`src/core/dsc_consts.svh`:
```
// Purpose: Offsets, field positions and counts of the debug-state controller.
// Assumes: Included by bare name.
// Notes: Definitions only.
`ifndef DSC_CONSTS_SVH
`define DSC_CONSTS_SVH
`define DSC_ADDR_CTRL 4'h0
`define DSC_ADDR_STATUS 4'h4
`define DSC_CTRL_FORCE_ACK 0
`define DSC_CTRL_RESET 1'b0
`define DSC_STAT_ACK 0
`define DSC_STAT_IN_DEBUG 1
`define DSC_STAT_SYS_DONE 3
`define DSC_STAT_COMPRESSED 4
`define DSC_IR_LEAVE 4'h4
`define DSC_IR_INTEST 4'hc
`define DSC_IR_BYPASS 4'hf
`define DSC_IR_CAPTURE 4'h1
`define DSC_FLAG_BIT 32
`define DSC_SCAN_PER_STEP 7'h43
`endif

```
`src/core/dsc_pkg.sv`:
```
// Purpose: Types shared by the debug-state controller.
// Assumes: Nothing.
// Notes: States only; numbers live in the header.
package dsc_pkg;
    typedef enum logic [3:0] {
        TLR, RTI, SEL_DR, CAP_DR, SH_DR, EX1_DR, PAU_DR, EX2_DR, UPD_DR,
        SEL_IR, CAP_IR, SH_IR, EX1_IR, PAU_IR, EX2_IR, UPD_IR
    } dsc_tap_t;
    typedef enum logic [1:0] {RUN, ENTER, DEBUG, SYS_ACCESS} dsc_state_t;
endpackage

```
`src/core/dsc_tap_if.sv`:
```
// Purpose: Carries test-port events between scan logic and debug control.
// Assumes: Both ends on mclk.
// Notes: step and leave are one-cycle pulses.
`timescale 1ns/1ns
interface dsc_tap_if;
    logic step;
    logic leave;
    logic [31:0] instr;
    logic flag;
    logic tdo;
    logic [31:0] cap_data;
    logic set_flag;
    modport tap(output step, leave, instr, flag, tdo, input cap_data, set_flag);
    modport ctl(input step, leave, instr, flag, tdo, output cap_data, set_flag);
endinterface

```
`src/core/dsc_debug_ctrl.sv`:
```
// Purpose: Debug-state control with debug/system speed and exit sequencing.
// Assumes: Core and memory system on mclk; debugger pins asynchronous.
// Notes: Wishbone classic slave, ack one cycle after request.
// Summary of operation
// - Status bit 4 shows compressed state at entry
// - Any mode change allowed while in debug
// - Core steps only after 67 tck edges since the last step
// - Flag low runs instruction on debug clock
// - Leave instruction plus idle switches to memory clock
// - Completion re-enters debug, debug clock, ack high
// - System-speed accesses use caches normally
// - Status bit 3 marks system access done
// - Flag stays set after system access
// - Exit restores system mode and memory clock
// - Resume waits for run-test/idle entry
// - Flush pipeline on entry, refill on exit
// - Fetch counting follows acknowledge edges
// - System access drops acknowledge low unless force_ack is set
// - Ack first, debug clock one cycle later
// - Debug clock idle outside debug state
//
// Added by the designer: the Wishbone interface to the registers and the placing of the registers.
`timescale 1ns/1ns
`include "dsc_consts.svh"
module dsc_debug_ctrl (
    // Clock and reset
    input wire logic mclk,
    input wire logic rst,
    // Wishbone slave
    input wire logic wb_cyc_i,
    input wire logic wb_stb_i,
    input wire logic wb_we_i,
    input wire logic [3:0] wb_adr_i,
    input wire logic [3:0] wb_sel_i,
    input wire logic [31:0] wb_dat_i,
    output logic [31:0] wb_dat_o,
    output logic wb_ack_o,
    // Test port pins
    input wire logic tck,
    input wire logic tms,
    input wire logic tdi,
    output logic tdo,
    // Core side
    input wire logic core_debug_entry,
    input wire logic core_compressed_state,
    input wire logic [31:0] core_data_out,
    input wire logic core_access_done,
    input wire logic memory_wait_n,
    output logic debug_acknowledge,
    output logic core_clock_select,
    output logic debug_core_clock,
    output logic [31:0] injected_instr,
    output logic system_speed_flag,
    output logic pipeline_flush,
    output logic pipeline_refill,
    output logic any_mode_change,
    output logic chain_system_mode,
    output logic sys_speed_access,
    output logic system_access_complete
);
    import dsc_pkg::*;
    typedef struct packed {
        dsc_state_t st;
        logic compressed;
        logic ack;
        logic clk_sel;
        logic step;
        logic [31:0] instr;
        logic flag;
        logic flush;
        logic refill;
        logic sys_done;
        logic force_ack;
        logic wb_ack;
        logic [31:0] wb_dat;
        logic last_mem;
        logic set_flag;
        logic sys_mode;
        logic sys_acc;
    } dsc_ctrl_st_t;
    dsc_ctrl_st_t s, next_s;
    logic [2:0] pins;
    logic [31:0] rd;
    logic req;
    logic sys_finish;

    dsc_tap_if t ();

    dsc_sync u_sync (
        .mclk(mclk),
        .rst(rst),
        .raw({tck, tms, tdi}),
        .level(pins)
    );

    dsc_tap u_tap (
        .mclk(mclk),
        .rst(rst),
        .tck(pins[2]),
        .tms(pins[1]),
        .tdi(pins[0]),
        .t(t.tap)
    );

    assign t.cap_data = core_data_out;
    assign t.set_flag = s.set_flag;
    assign req = wb_cyc_i && wb_stb_i;
    // Wait stretches the access; done only once memory lets go
    assign sys_finish = core_access_done && memory_wait_n;

    // =====================================================
    // Register read mux
    always_comb begin
        rd = 32'h0000_0000;
        if (wb_adr_i == `DSC_ADDR_CTRL) begin
            rd[`DSC_CTRL_FORCE_ACK] = s.force_ack;
        end else if (wb_adr_i == `DSC_ADDR_STATUS) begin
            rd[`DSC_STAT_ACK] = s.ack;
            rd[`DSC_STAT_IN_DEBUG] = (s.st != RUN);
            rd[`DSC_STAT_SYS_DONE] = s.sys_done;
            rd[`DSC_STAT_COMPRESSED] = s.compressed;
        end
    end

    // =====================================================
    // Debug sequencing
    always_comb begin
        next_s = s;
        next_s.step = 1'b0;
        next_s.flush = 1'b0;
        next_s.refill = 1'b0;
        next_s.set_flag = 1'b0;
        next_s.wb_ack = req && !s.wb_ack;
        if (req && !s.wb_ack) begin
            next_s.wb_dat = rd;
        end
        if (req && s.wb_ack && wb_we_i && wb_sel_i[0] && wb_adr_i == `DSC_ADDR_CTRL) begin
            next_s.force_ack = wb_dat_i[`DSC_CTRL_FORCE_ACK];
        end
        unique case (s.st)
            RUN: begin
                next_s.clk_sel = 1'b0;
                if (core_debug_entry) begin
                    next_s.compressed = core_compressed_state;
                    next_s.flush = 1'b1;
                    next_s.sys_mode = 1'b0;
                    next_s.st = ENTER;
                end
            end
            ENTER: begin
                // Clock swaps one cycle behind ack, as on a falling edge
                next_s.clk_sel = 1'b1;
                next_s.st = DEBUG;
            end
            DEBUG: begin
                if (t.step && s.clk_sel) begin
                    next_s.step = 1'b1;
                    next_s.instr = t.instr;
                    next_s.flag = t.flag;
                    if (!t.flag) begin
                        next_s.last_mem = (t.instr[27:26] == 2'b01) || (t.instr[27:25] == 3'b100);
                    end
                end
                if (t.leave) begin
                    next_s.clk_sel = 1'b0;
                    if (s.flag && s.last_mem) begin
                        next_s.sys_done = 1'b0;
                        next_s.st = SYS_ACCESS;
                    end else begin
                        next_s.sys_mode = 1'b1;
                        next_s.refill = 1'b1;
                        next_s.st = RUN;
                    end
                    next_s.last_mem = 1'b0;
                end
            end
            SYS_ACCESS: begin
                if (sys_finish) begin
                    next_s.sys_done = 1'b1;
                    next_s.set_flag = 1'b1;
                    next_s.clk_sel = 1'b1;
                    next_s.st = DEBUG;
                end
            end
        endcase
        // Fetch counters key off these edges
        next_s.ack = (next_s.st == ENTER) || (next_s.st == DEBUG)
            || (next_s.st == SYS_ACCESS && next_s.force_ack);
        next_s.sys_acc = (next_s.st == SYS_ACCESS);
    end

    always_ff @(posedge mclk or posedge rst) begin
        if (rst) begin
            s <= '0;
            s.st <= RUN;
            s.sys_mode <= 1'b1;
            s.force_ack <= `DSC_CTRL_RESET;
        end else begin
            s <= next_s;
        end
    end

    // =====================================================
    // Outputs
    assign wb_dat_o = s.wb_dat;
    assign wb_ack_o = s.wb_ack;
    assign tdo = t.tdo;
    assign debug_acknowledge = s.ack;
    assign core_clock_select = s.clk_sel;
    assign debug_core_clock = s.step;
    assign injected_instr = s.instr;
    assign system_speed_flag = s.flag;
    assign pipeline_flush = s.flush;
    assign pipeline_refill = s.refill;
    // Privilege check on mode writes is lifted in debug
    assign any_mode_change = s.ack;
    assign chain_system_mode = s.sys_mode;
    // Memory system treats this like any access; caches stay live
    assign sys_speed_access = s.sys_acc;
    assign system_access_complete = s.sys_done;
endmodule

```
`src/core/dsc_sync.sv`:
```
// Purpose: Three-stage synchroniser for test-port pins.
// Assumes: Pins asynchronous to mclk.
// Notes: Output moves only when stages two and three agree.
`timescale 1ns/1ns
module dsc_sync (
    // Clock and reset
    input wire logic mclk,
    input wire logic rst,
    // Levels
    input wire logic [2:0] raw,
    output logic [2:0] level
);
    import dsc_pkg::*;
    typedef struct packed {
        logic [2:0] s1;
        logic [2:0] s2;
        logic [2:0] s3;
        logic [2:0] q;
    } dsc_sync_st_t;
    dsc_sync_st_t s, next_s;

    always_comb begin
        next_s = s;
        next_s.s1 = raw;
        next_s.s2 = s.s1;
        next_s.s3 = s.s2;
        next_s.q = (~(s.s2 ^ s.s3) & s.s3) | ((s.s2 ^ s.s3) & s.q);
    end

    always_ff @(posedge mclk or posedge rst) begin
        if (rst) begin
            s <= '0;
        end else begin
            s <= next_s;
        end
    end

    assign level = s.q;
endmodule

```
`src/core/dsc_tap.sv`:
```
// Purpose: Test-port state machine, instruction register and 33-bit chain.
// Assumes: tck, tms, tdi already synchronised.
// Notes: Works on edges of tck found in the mclk domain.
`timescale 1ns/1ns
`include "dsc_consts.svh"
module dsc_tap (
    // Clock and reset
    input wire logic mclk,
    input wire logic rst,
    // Synchronised pins
    input wire logic tck,
    input wire logic tms,
    input wire logic tdi,
    // Control side
    dsc_tap_if.tap t
);
    import dsc_pkg::*;
    typedef struct packed {
        dsc_tap_t ts;
        logic [3:0] ir;
        logic [3:0] ir_sh;
        logic [32:0] dr;
        logic tck_d;
        logic [31:0] instr;
        logic flag;
        logic [6:0] scans;
        logic step;
        logic leave;
        logic tdo;
    } dsc_tap_st_t;
    dsc_tap_st_t s, next_s;
    dsc_tap_t nt;

    always_comb begin
        next_s = s;
        nt = s.ts;
        next_s.step = 1'b0;
        next_s.leave = 1'b0;
        next_s.tck_d = tck;
        if (t.set_flag) begin
            next_s.flag = 1'b1;
        end
        unique case (s.ts)
            TLR: nt = tms ? TLR : RTI;
            RTI: nt = tms ? SEL_DR : RTI;
            SEL_DR: nt = tms ? SEL_IR : CAP_DR;
            CAP_DR: nt = tms ? EX1_DR : SH_DR;
            SH_DR: nt = tms ? EX1_DR : SH_DR;
            EX1_DR: nt = tms ? UPD_DR : PAU_DR;
            PAU_DR: nt = tms ? EX2_DR : PAU_DR;
            EX2_DR: nt = tms ? UPD_DR : SH_DR;
            UPD_DR: nt = tms ? SEL_DR : RTI;
            SEL_IR: nt = tms ? TLR : CAP_IR;
            CAP_IR: nt = tms ? EX1_IR : SH_IR;
            SH_IR: nt = tms ? EX1_IR : SH_IR;
            EX1_IR: nt = tms ? UPD_IR : PAU_IR;
            PAU_IR: nt = tms ? EX2_IR : PAU_IR;
            EX2_IR: nt = tms ? UPD_IR : SH_IR;
            UPD_IR: nt = tms ? SEL_DR : RTI;
        endcase
        if (tck && !s.tck_d) begin
            next_s.ts = nt;
            if (s.scans != `DSC_SCAN_PER_STEP) begin
                next_s.scans = s.scans + 7'h01;
            end
            unique case (s.ts)
                TLR: next_s.ir = `DSC_IR_BYPASS;
                CAP_DR: if (s.ir == `DSC_IR_INTEST) next_s.dr = {s.flag, t.cap_data};
                SH_DR: next_s.dr = {tdi, s.dr[32:1]};
                CAP_IR: next_s.ir_sh = `DSC_IR_CAPTURE;
                SH_IR: next_s.ir_sh = {tdi, s.ir_sh[3:1]};
                UPD_IR: next_s.ir = s.ir_sh;
                UPD_DR: begin
                    if (s.ir == `DSC_IR_INTEST) begin
                        next_s.instr = s.dr[31:0];
                        next_s.flag = s.dr[`DSC_FLAG_BIT];
                    end
                end
                default: begin
                end
            endcase
            if (nt == RTI && s.ts != RTI) begin
                // A core step needs 67 rising tck edges, in any state, since the last step
                if (s.ts == UPD_DR && s.ir == `DSC_IR_INTEST && s.scans == `DSC_SCAN_PER_STEP) begin
                    next_s.step = 1'b1;
                    next_s.scans = 7'h00;
                end
                // Code updated on this same edge already counts
                if (next_s.ir == `DSC_IR_LEAVE) begin
                    next_s.leave = 1'b1;
                end
            end
        end
        if (!tck && s.tck_d) begin
            next_s.tdo = (s.ts == SH_DR) ? s.dr[0] : ((s.ts == SH_IR) ? s.ir_sh[0] : 1'b0);
        end
    end

    always_ff @(posedge mclk or posedge rst) begin
        if (rst) begin
            s <= '0;
        end else begin
            s <= next_s;
        end
    end

    assign t.step = s.step;
    assign t.leave = s.leave;
    assign t.instr = s.instr;
    assign t.flag = s.flag;
    assign t.tdo = s.tdo;
endmodule

```
`config.mk`:
```
export PLATFORM = sky130hd
export DESIGN_NAME = dsc_debug_ctrl
export DESIGN_NICKNAME = d
export VERILOG_FILES = /design/src/core/dsc_pkg.sv /design/src/core/dsc_tap_if.sv /design/src/core/dsc_debug_ctrl.sv /design/src/core/dsc_sync.sv /design/src/core/dsc_tap.sv
export VERILOG_INCLUDE_DIRS = /design/src /design/src/core
export SDC_FILE = /design/constraint.sdc
export NUM_CORES = 1
export LEC_CHECK = 0
export BUFFER_PORTS_ARGS = -buffer_cell sky130_fd_sc_hd__buf_2
export CAP_MARGIN = 10
export CORE_MARGIN = 1
export CORE_UTILIZATION = 49
export DETAILED_ROUTE_END_ITERATION = 16
export PLACE_DENSITY = 0.8
export REMOVE_ABC_BUFFERS = 1
export SLEW_MARGIN = 20
export SYNTH_ARGS = -nofsm -noshare
export SYNTH_HDL_FRONTEND = slang
export SYNTH_SLANG_ARGS = --single-unit
```
`constraint.sdc`:
```
create_clock -name mclk -period 4.1 [get_ports mclk]
set_input_delay 0 -clock mclk [delete_from_list [all_inputs] [get_ports mclk]]
set_output_delay 0 -clock mclk [all_outputs]
set_load 0.02 [all_outputs]
```
==> impl_metrics.yaml, run 1 <==
worst_setup_path:
  reg2reg_depth: 5
  cp_max_fo: 19
  reg2reg_to: "u_tap.s[68]"
  critPathRequiredTime_ns: 4.40
  worstSetupStartpoint: "u_tap.s[87]"
  cpMaxStageDelayCell: "dfrtp_1"
  crit-reg2reg-launch: "u_tap.s[87]"
  arrival_ns: 2.99
  cp_num_buf_inv: 1
  reg2reg_slack_ns: 1.41
  startpoint_type: "flip-flop"
  crit_chain: "nand2b_1 -> nor3_4 -> buf_12 -> mux2_2 -> mux2_4"
  path_delay_family: "simple AND/OR/NAND/NOR gates"
  max_stage_delay_ns: 0.75
  crit_type: "flip-flop to flip-flop"
  end_kind: "flip-flop"
grt:
  grt_pass1_wl_mm: 22.5
  grt_max_degree: 115
  first_global_vias: 4533
  track_usage_pct: 19.7
  overflow: 0
  antenna_found_initial: 0
timing:
  slew_violations: 0
  skew_ns: 0.00754
  layout_worst_path_cycle_share_pct: 65.5
  rsz0062_at_grt: "false"
  max_slew_margin_pct: 33.4
  hold_violations: 0
  finalSetupViolations: 0
  final.min_clock_period_ns: 2.69
  clock.fmax_ghz: 0.372
  tightest_slew_ns: 0.999
  holdWs_ns: 0.0338
route:
  dr_wl_met2_mm: 6.99
  post-route-drc-count: 0
  drtIter0Drc: 218
  dr.pass1.iters: 4
  wirelength_mm: 13.7
  top_layer: "met4"
  vias_per_cell: 5.26
  vias: 4450
  met1Wirelength_mm: 5.75
  ant_nets: 0
  wl_met3_um: 741
  wire_per_inst_um: 16.2
place:
  hpwl_mm: 8.15
  io_buffers: 97
  place_congestion: 0.789
yosys:
  netlist_instances: 549
  synth.distinct_cells: 54
  synth-edff-count: 0
  synth-main-ff-cell: "dfrtp_1"
  async_flop_share_pct: 100
  ys_ff_latch: 153
  syn-cell-area_um2: 7140
  seq_area_frac_synth_pct: 53.6
  ys_warn_count: 0
  synth.avg_cell_area_um2: 13.0
final_layout:
  final_util_pct: 60.3
  area_delta_synth_final_pct: 18.5
  num-fill-cells: 1046
  nNetsFinal: 739
  final_common_cell: "dfrtp_1"
  drive_gt1_share_pct: 41.6
  final_cell_mix: "dfrtp_1, mux2_2, buf_2"
  diodes: 0
clock_network:
  cts_htree_levels: 4
  cts.sinks: 153
  clk_latency_ns: 0.42
  max-clock-path-buffers: 2
  cts_tree: "done"
  root_buffer: "clkbuf_16"
  cts_resized: 0
  clk_pin_slew_worst_paths_ns: 0.06
  numCtsBuffers: 17
  post_cts_buffers: 0
  ctsHoldBuffers: 46
floorplan:
  die_w_um: 123
  coreArea_um2: 14000
  rows: 43
  die_area_um2: 15100
  io_pins: 160
  start_util_pct: 50.9
  die_h_um: 123
power:
  p_total_mw: 5.02
  vdd.ir_drop.worst_uv: 351
  leakage_nw: 4.22
  power.density_nw_per_um2: 593
status:
  status: "finished, final reports clean"
hold_path:
  hold_class: "input pin to flip-flop"
  hold_depth: 5
  min-delay-start: "core_access_done"
  min_to: "core_clock_select"
run:
  cap_violations: 0
synthesized netlist by cell type, types with 6 or more instances:
cell type | count | area share (%)
buf_4 | 70 | 7.4
nand3_1 | 9 | 0.63
buf_2 | 6 | 0.42
a21oi_1 | 16 | 1.1
o21ai_0 | 12 | 0.84
inv_1 | 13 | 0.68
nand2_1 | 20 | 1.1
nor2_1 | 26 | 1.4
mux2_2 | 103 | 16
clkbuf_1 | 6 | 0.32
dfrtp_1 | 152 | 53
mux2_4 | 30 | 6.3
buf_6 | 7 | 1.1
state kept, by name, summed over array words and instances (netlist names), 3 cells and up, named ones only:
name,flops
u_sync.next_s,6
u_tap.s,53
s,5
u_sync.s,3
wb_dat_o,4
u_tap.t.instr,32
injected_instr,32
through the flow:
| step | worst slack [ns] | area (um2) | setup TNS (ns) | std cells |
|---|---|---|---|---|
| after floorplan | -0.0198 | 6580 | -3.01 | 486 |
| after global placement | 1.47 | 7360 | 0 | 768 |
| after detailed placement | 1.43 | 7360 | 0 | 768 |
| after CTS | 1.42 | 8460 | 0 | 846 |
| after global routing | 1.24 | 8460 | 0 | 846 |
| final | 1.41 | 8460 | 0 | 846 |
cells by family after synthesis:
| group | count (synthesis) | share of synthesized area [%] |
|---|---|---|
| mux | 138 | 23.2 |
| compound gates | 61 | 5.73 |
| simple gates | 86 | 6.46 |
| xor+xnor | 1 | 0.123 |
| buf+inv | 104 | 9.99 |
| fa+ha+maj | 5 | 0.771 |
| flops | 153 | 53.6 |
| other cells | 1 | 0.0525 |
final cells by class:
| class | instances | area (um2) | area share (%) |
|---|---|---|---|
| sequential | 153 | 3830 | 45.3 |
| multi-input combinational | 319 | 2700 | 31.9 |
| timing repair buffer | 148 | 1010 | 11.9 |
| clock buffer | 21 | 470 | 5.56 |
| tap | 180 | 225 | 2.66 |
| clock inverter | 11 | 169 | 2.00 |
| inverter | 14 | 60.1 | 0.710 |
where the power goes:
group          total [mW]  internal [mW]  switching, mW
clock network        1.67           1.07          0.602
registers            2.24           1.86          0.375
logic                1.12          0.656          0.459
total                5.02           3.58           1.44
metal layers:
metal  vias to the layer above  track usage, %
li1                       2048               -
met1                      2240            23.7
met2                       142            33.4
met3                        20            5.76
met4                         0            7.55
met5                         -               0
worst max-delay path by stage:
stage | endpoint | slack (ns) | cells after the start
finish | u_tap.s[68] | 1.41 | 5
CTS | u_tap.s[63] | 1.42 | 5
detailed placement | u_tap.s[60] | 1.43 | 5
global placement | u_tap.s[60] | 1.47 | 5
floorplan | asynchronous set/reset pin | -0.02 | 1
global route | u_tap.s[66] | 1.24 | 5
worst register-to-register path, delay by kind of cell (launching register included):
family,cells,cell delay [ns]
simple gates,2,0.94
flops,1,0.75
buf+inv,1,0.26
mux,2,0.62
(Power assumes the default switching activity.)
==> inputs of run 2 (changes only) <==
==> constraint.sdc (replaced) <==
create_clock -name mclk -period 2.35 [get_ports mclk]
set_input_delay 0 -clock mclk [delete_from_list [all_inputs] [get_ports mclk]]
set_output_delay 0 -clock mclk [all_outputs]
set_load 0.02 [all_outputs]
==> impl_metrics.yaml, run 2 (same netlist as run 1, synthesis figures left out) <==
final_layout:
  drive_gt1_share_pct: 42.5
  final_cell_mix: "dfrtp_1, mux2_2, buf_2"
  largest_reg_flops: 53
  regMostFlops: "u_tap.s"
  final_cell_count_no_fill: 857
  area_delta_synth_final_pct: 19.3
  final_common_cell: "dfrtp_1"
  fin_area_um2: 8520
  nNetsFinal: 750
  diodes: 0
clock_network:
  cts_resized: 0
  cts_htree_levels: 4
  root_buffer: "clkbuf_16"
  max-clock-path-buffers: 2
  clk_pin_slew_worst_paths_ns: 0.06
  cts_tree: "done"
  clk_latency_ns: 0.42
  numCtsBuffers: 17
  cts.sinks: 153
power:
  p_int_mw: 6.13
  vdd.ir_drop.worst_uv: 807
  switching_share_pct: 29.7
  p_seq_share_pct: 43.4
  p_total_mw: 8.72
  power.density_nw_per_um2: 1020
  power_frac_clock_pct: 32.3
  combPwrFrac_pct: 24.3
  p_sw_mw: 2.59
  leakage_nw: 4.26
place:
  placed_cell_area_um2: 7440
  place_inst: 778
  place_congestion: 0.812
  io_buffers: 97
  hpwl_mm: 8.52
  post-place-ws_ns: 0.370
worst_setup_path:
  end_kind: "flip-flop"
  path_delay_family: "multiplexers"
  crit_chain: "nand2b_1 -> nor3_4 -> buf_4 -> mux2_2 -> mux2_4"
  worstSetupStartpoint: "u_tap.s[85]"
  reg2reg_slack_ns: 0.34
  reg2reg_depth: 5
  crit-reg2reg-launch: "u_tap.s[85]"
  max_stage_delay_ns: 0.54
  critPathRequiredTime_ns: 2.65
  cpMaxStageDelayCell: "dfrtp_1"
  arrival_ns: 2.32
  cp.depth: 5
  cp_num_buf_inv: 1
  crit_path_end: "u_tap.s[47]"
  crit_type: "flip-flop to flip-flop"
  reg2reg_to: "u_tap.s[47]"
  startpoint_type: "flip-flop"
  cp_max_fo: 17
grt:
  overflow: 0
  grt_max_degree: 66
  antenna_found_initial: 0
  grt_pass1_wl_mm: 22.6
  first_global_vias: 4642
  track_usage_pct: 19.8
timing:
  layout_worst_path_cycle_share_pct: 85.7
  slew_violations: 0
  finalSetupViolations: 0
  final.min_clock_period_ns: 2.01
  rsz0062_at_grt: "false"
  tightest_slew_ns: 0.680
  clock.fmax_ghz: 0.496
  fin_tns_setup_ns: 0
  skew_ns: 0.0118
  max_slew_margin_pct: 54.4
  fin_ws_ns: 0.335
  hold_violations: 0
route:
  vias: 4430
  post-route-drc-count: 0
  dr.pass1.iters: 4
  ant_nets: 0
  vias_per_cell: 5.17
  wirelength_mm: 13.8
  drtIter0Drc: 250
  wire_per_inst_um: 16.1
hold_path:
  hold_depth: 4
  hold_class: "input pin to flip-flop"
floorplan:
  start_util_pct: 50.9
  die_h_um: 123
  coreArea_um2: 14000
  die_w_um: 123
  io_pins: 160
  die_area_um2: 15100
  rows: 43
status:
  status: "finished, final reports clean"
run:
  cap_violations: 0
## run 2: cell count changes in the layout (fill, tap and decap cells not counted), moves of 2 or more
| cell | before | now |
|---|---|---|
| buf_4 | 3 | 13 |
| clkbuf_8 | 3 | 1 |
| clkinv_4 | 1 | 3 |
| inv_6 | 0 | 3 |
## run 2: worst reg2reg max path: cells and delay by family, from the launching register on
kind / cells / cell delay [ns]
buf+inv: 1 / 0.29
flops: 1 / 0.54
mux: 2 / 0.66
simple gates: 2 / 0.41
## run 2: worst min-delay path by stage
stage	start	to	slack (ns)
finish	wb_cyc_i	s[37]	0.05
global route	wb_stb_i	s[37]	0.06
CTS	wb_stb_i	s[37]	0.04
detailed placement	rst	injected_instr[25]	0.11
global placement	rst	injected_instr[25]	0.11
floorplan	tdi	u_sync.next_s[6]	0.03
## run 2: layout make-up
type	count	area (um2)
fillers	1049	5530
flip-flops and latches	153	3830
multi-input cells	319	2700
repair buffers	159	1090
clock buffers	18	439
well taps	180	225
clock inverters	14	171
inverters	14	57.6
## run 2: per-stage QoR
step           util [%]  hold slack (ns)
6_report           60.7           0.0497
5_1_grt            60.7           0.0595
4_1_cts            60.7           0.0360
3_5_place_dp       53.0            0.106
3_3_place_gp       53.0            0.108
2_1_floorplan         -           0.0314
## run 2: power groups by stage
stage | Sequential (mW) | Clock, mW | Combinational [mW]
after floorplan | 3.76 | 0 | 1.51
after global placement | 3.75 | 0 | 1.95
after detailed placement | 3.80 | 0 | 2.05
after CTS | 3.77 | 2.85 | 2.12
after global routing | 3.87 | 2.96 | 2.32
final | 3.78 | 2.81 | 2.12
## run 2: per-layer routing
metal / track usage (%) / wire [um] / vias to the layer above
met3: 5.07 / 635 / 16
met4: 7.85 / 193 / 0
met1: 24.1 / 5920 / 2223
li1: - / - / 2072
met5: 0 / 0 / -
met2: 33.3 / 7060 / 119
## run 2: repair_timing
action                    4_1_cts  5_1_grt
hold buffers                   47        0
setup buffers                   0        0
hold endpoints to repair      109        0
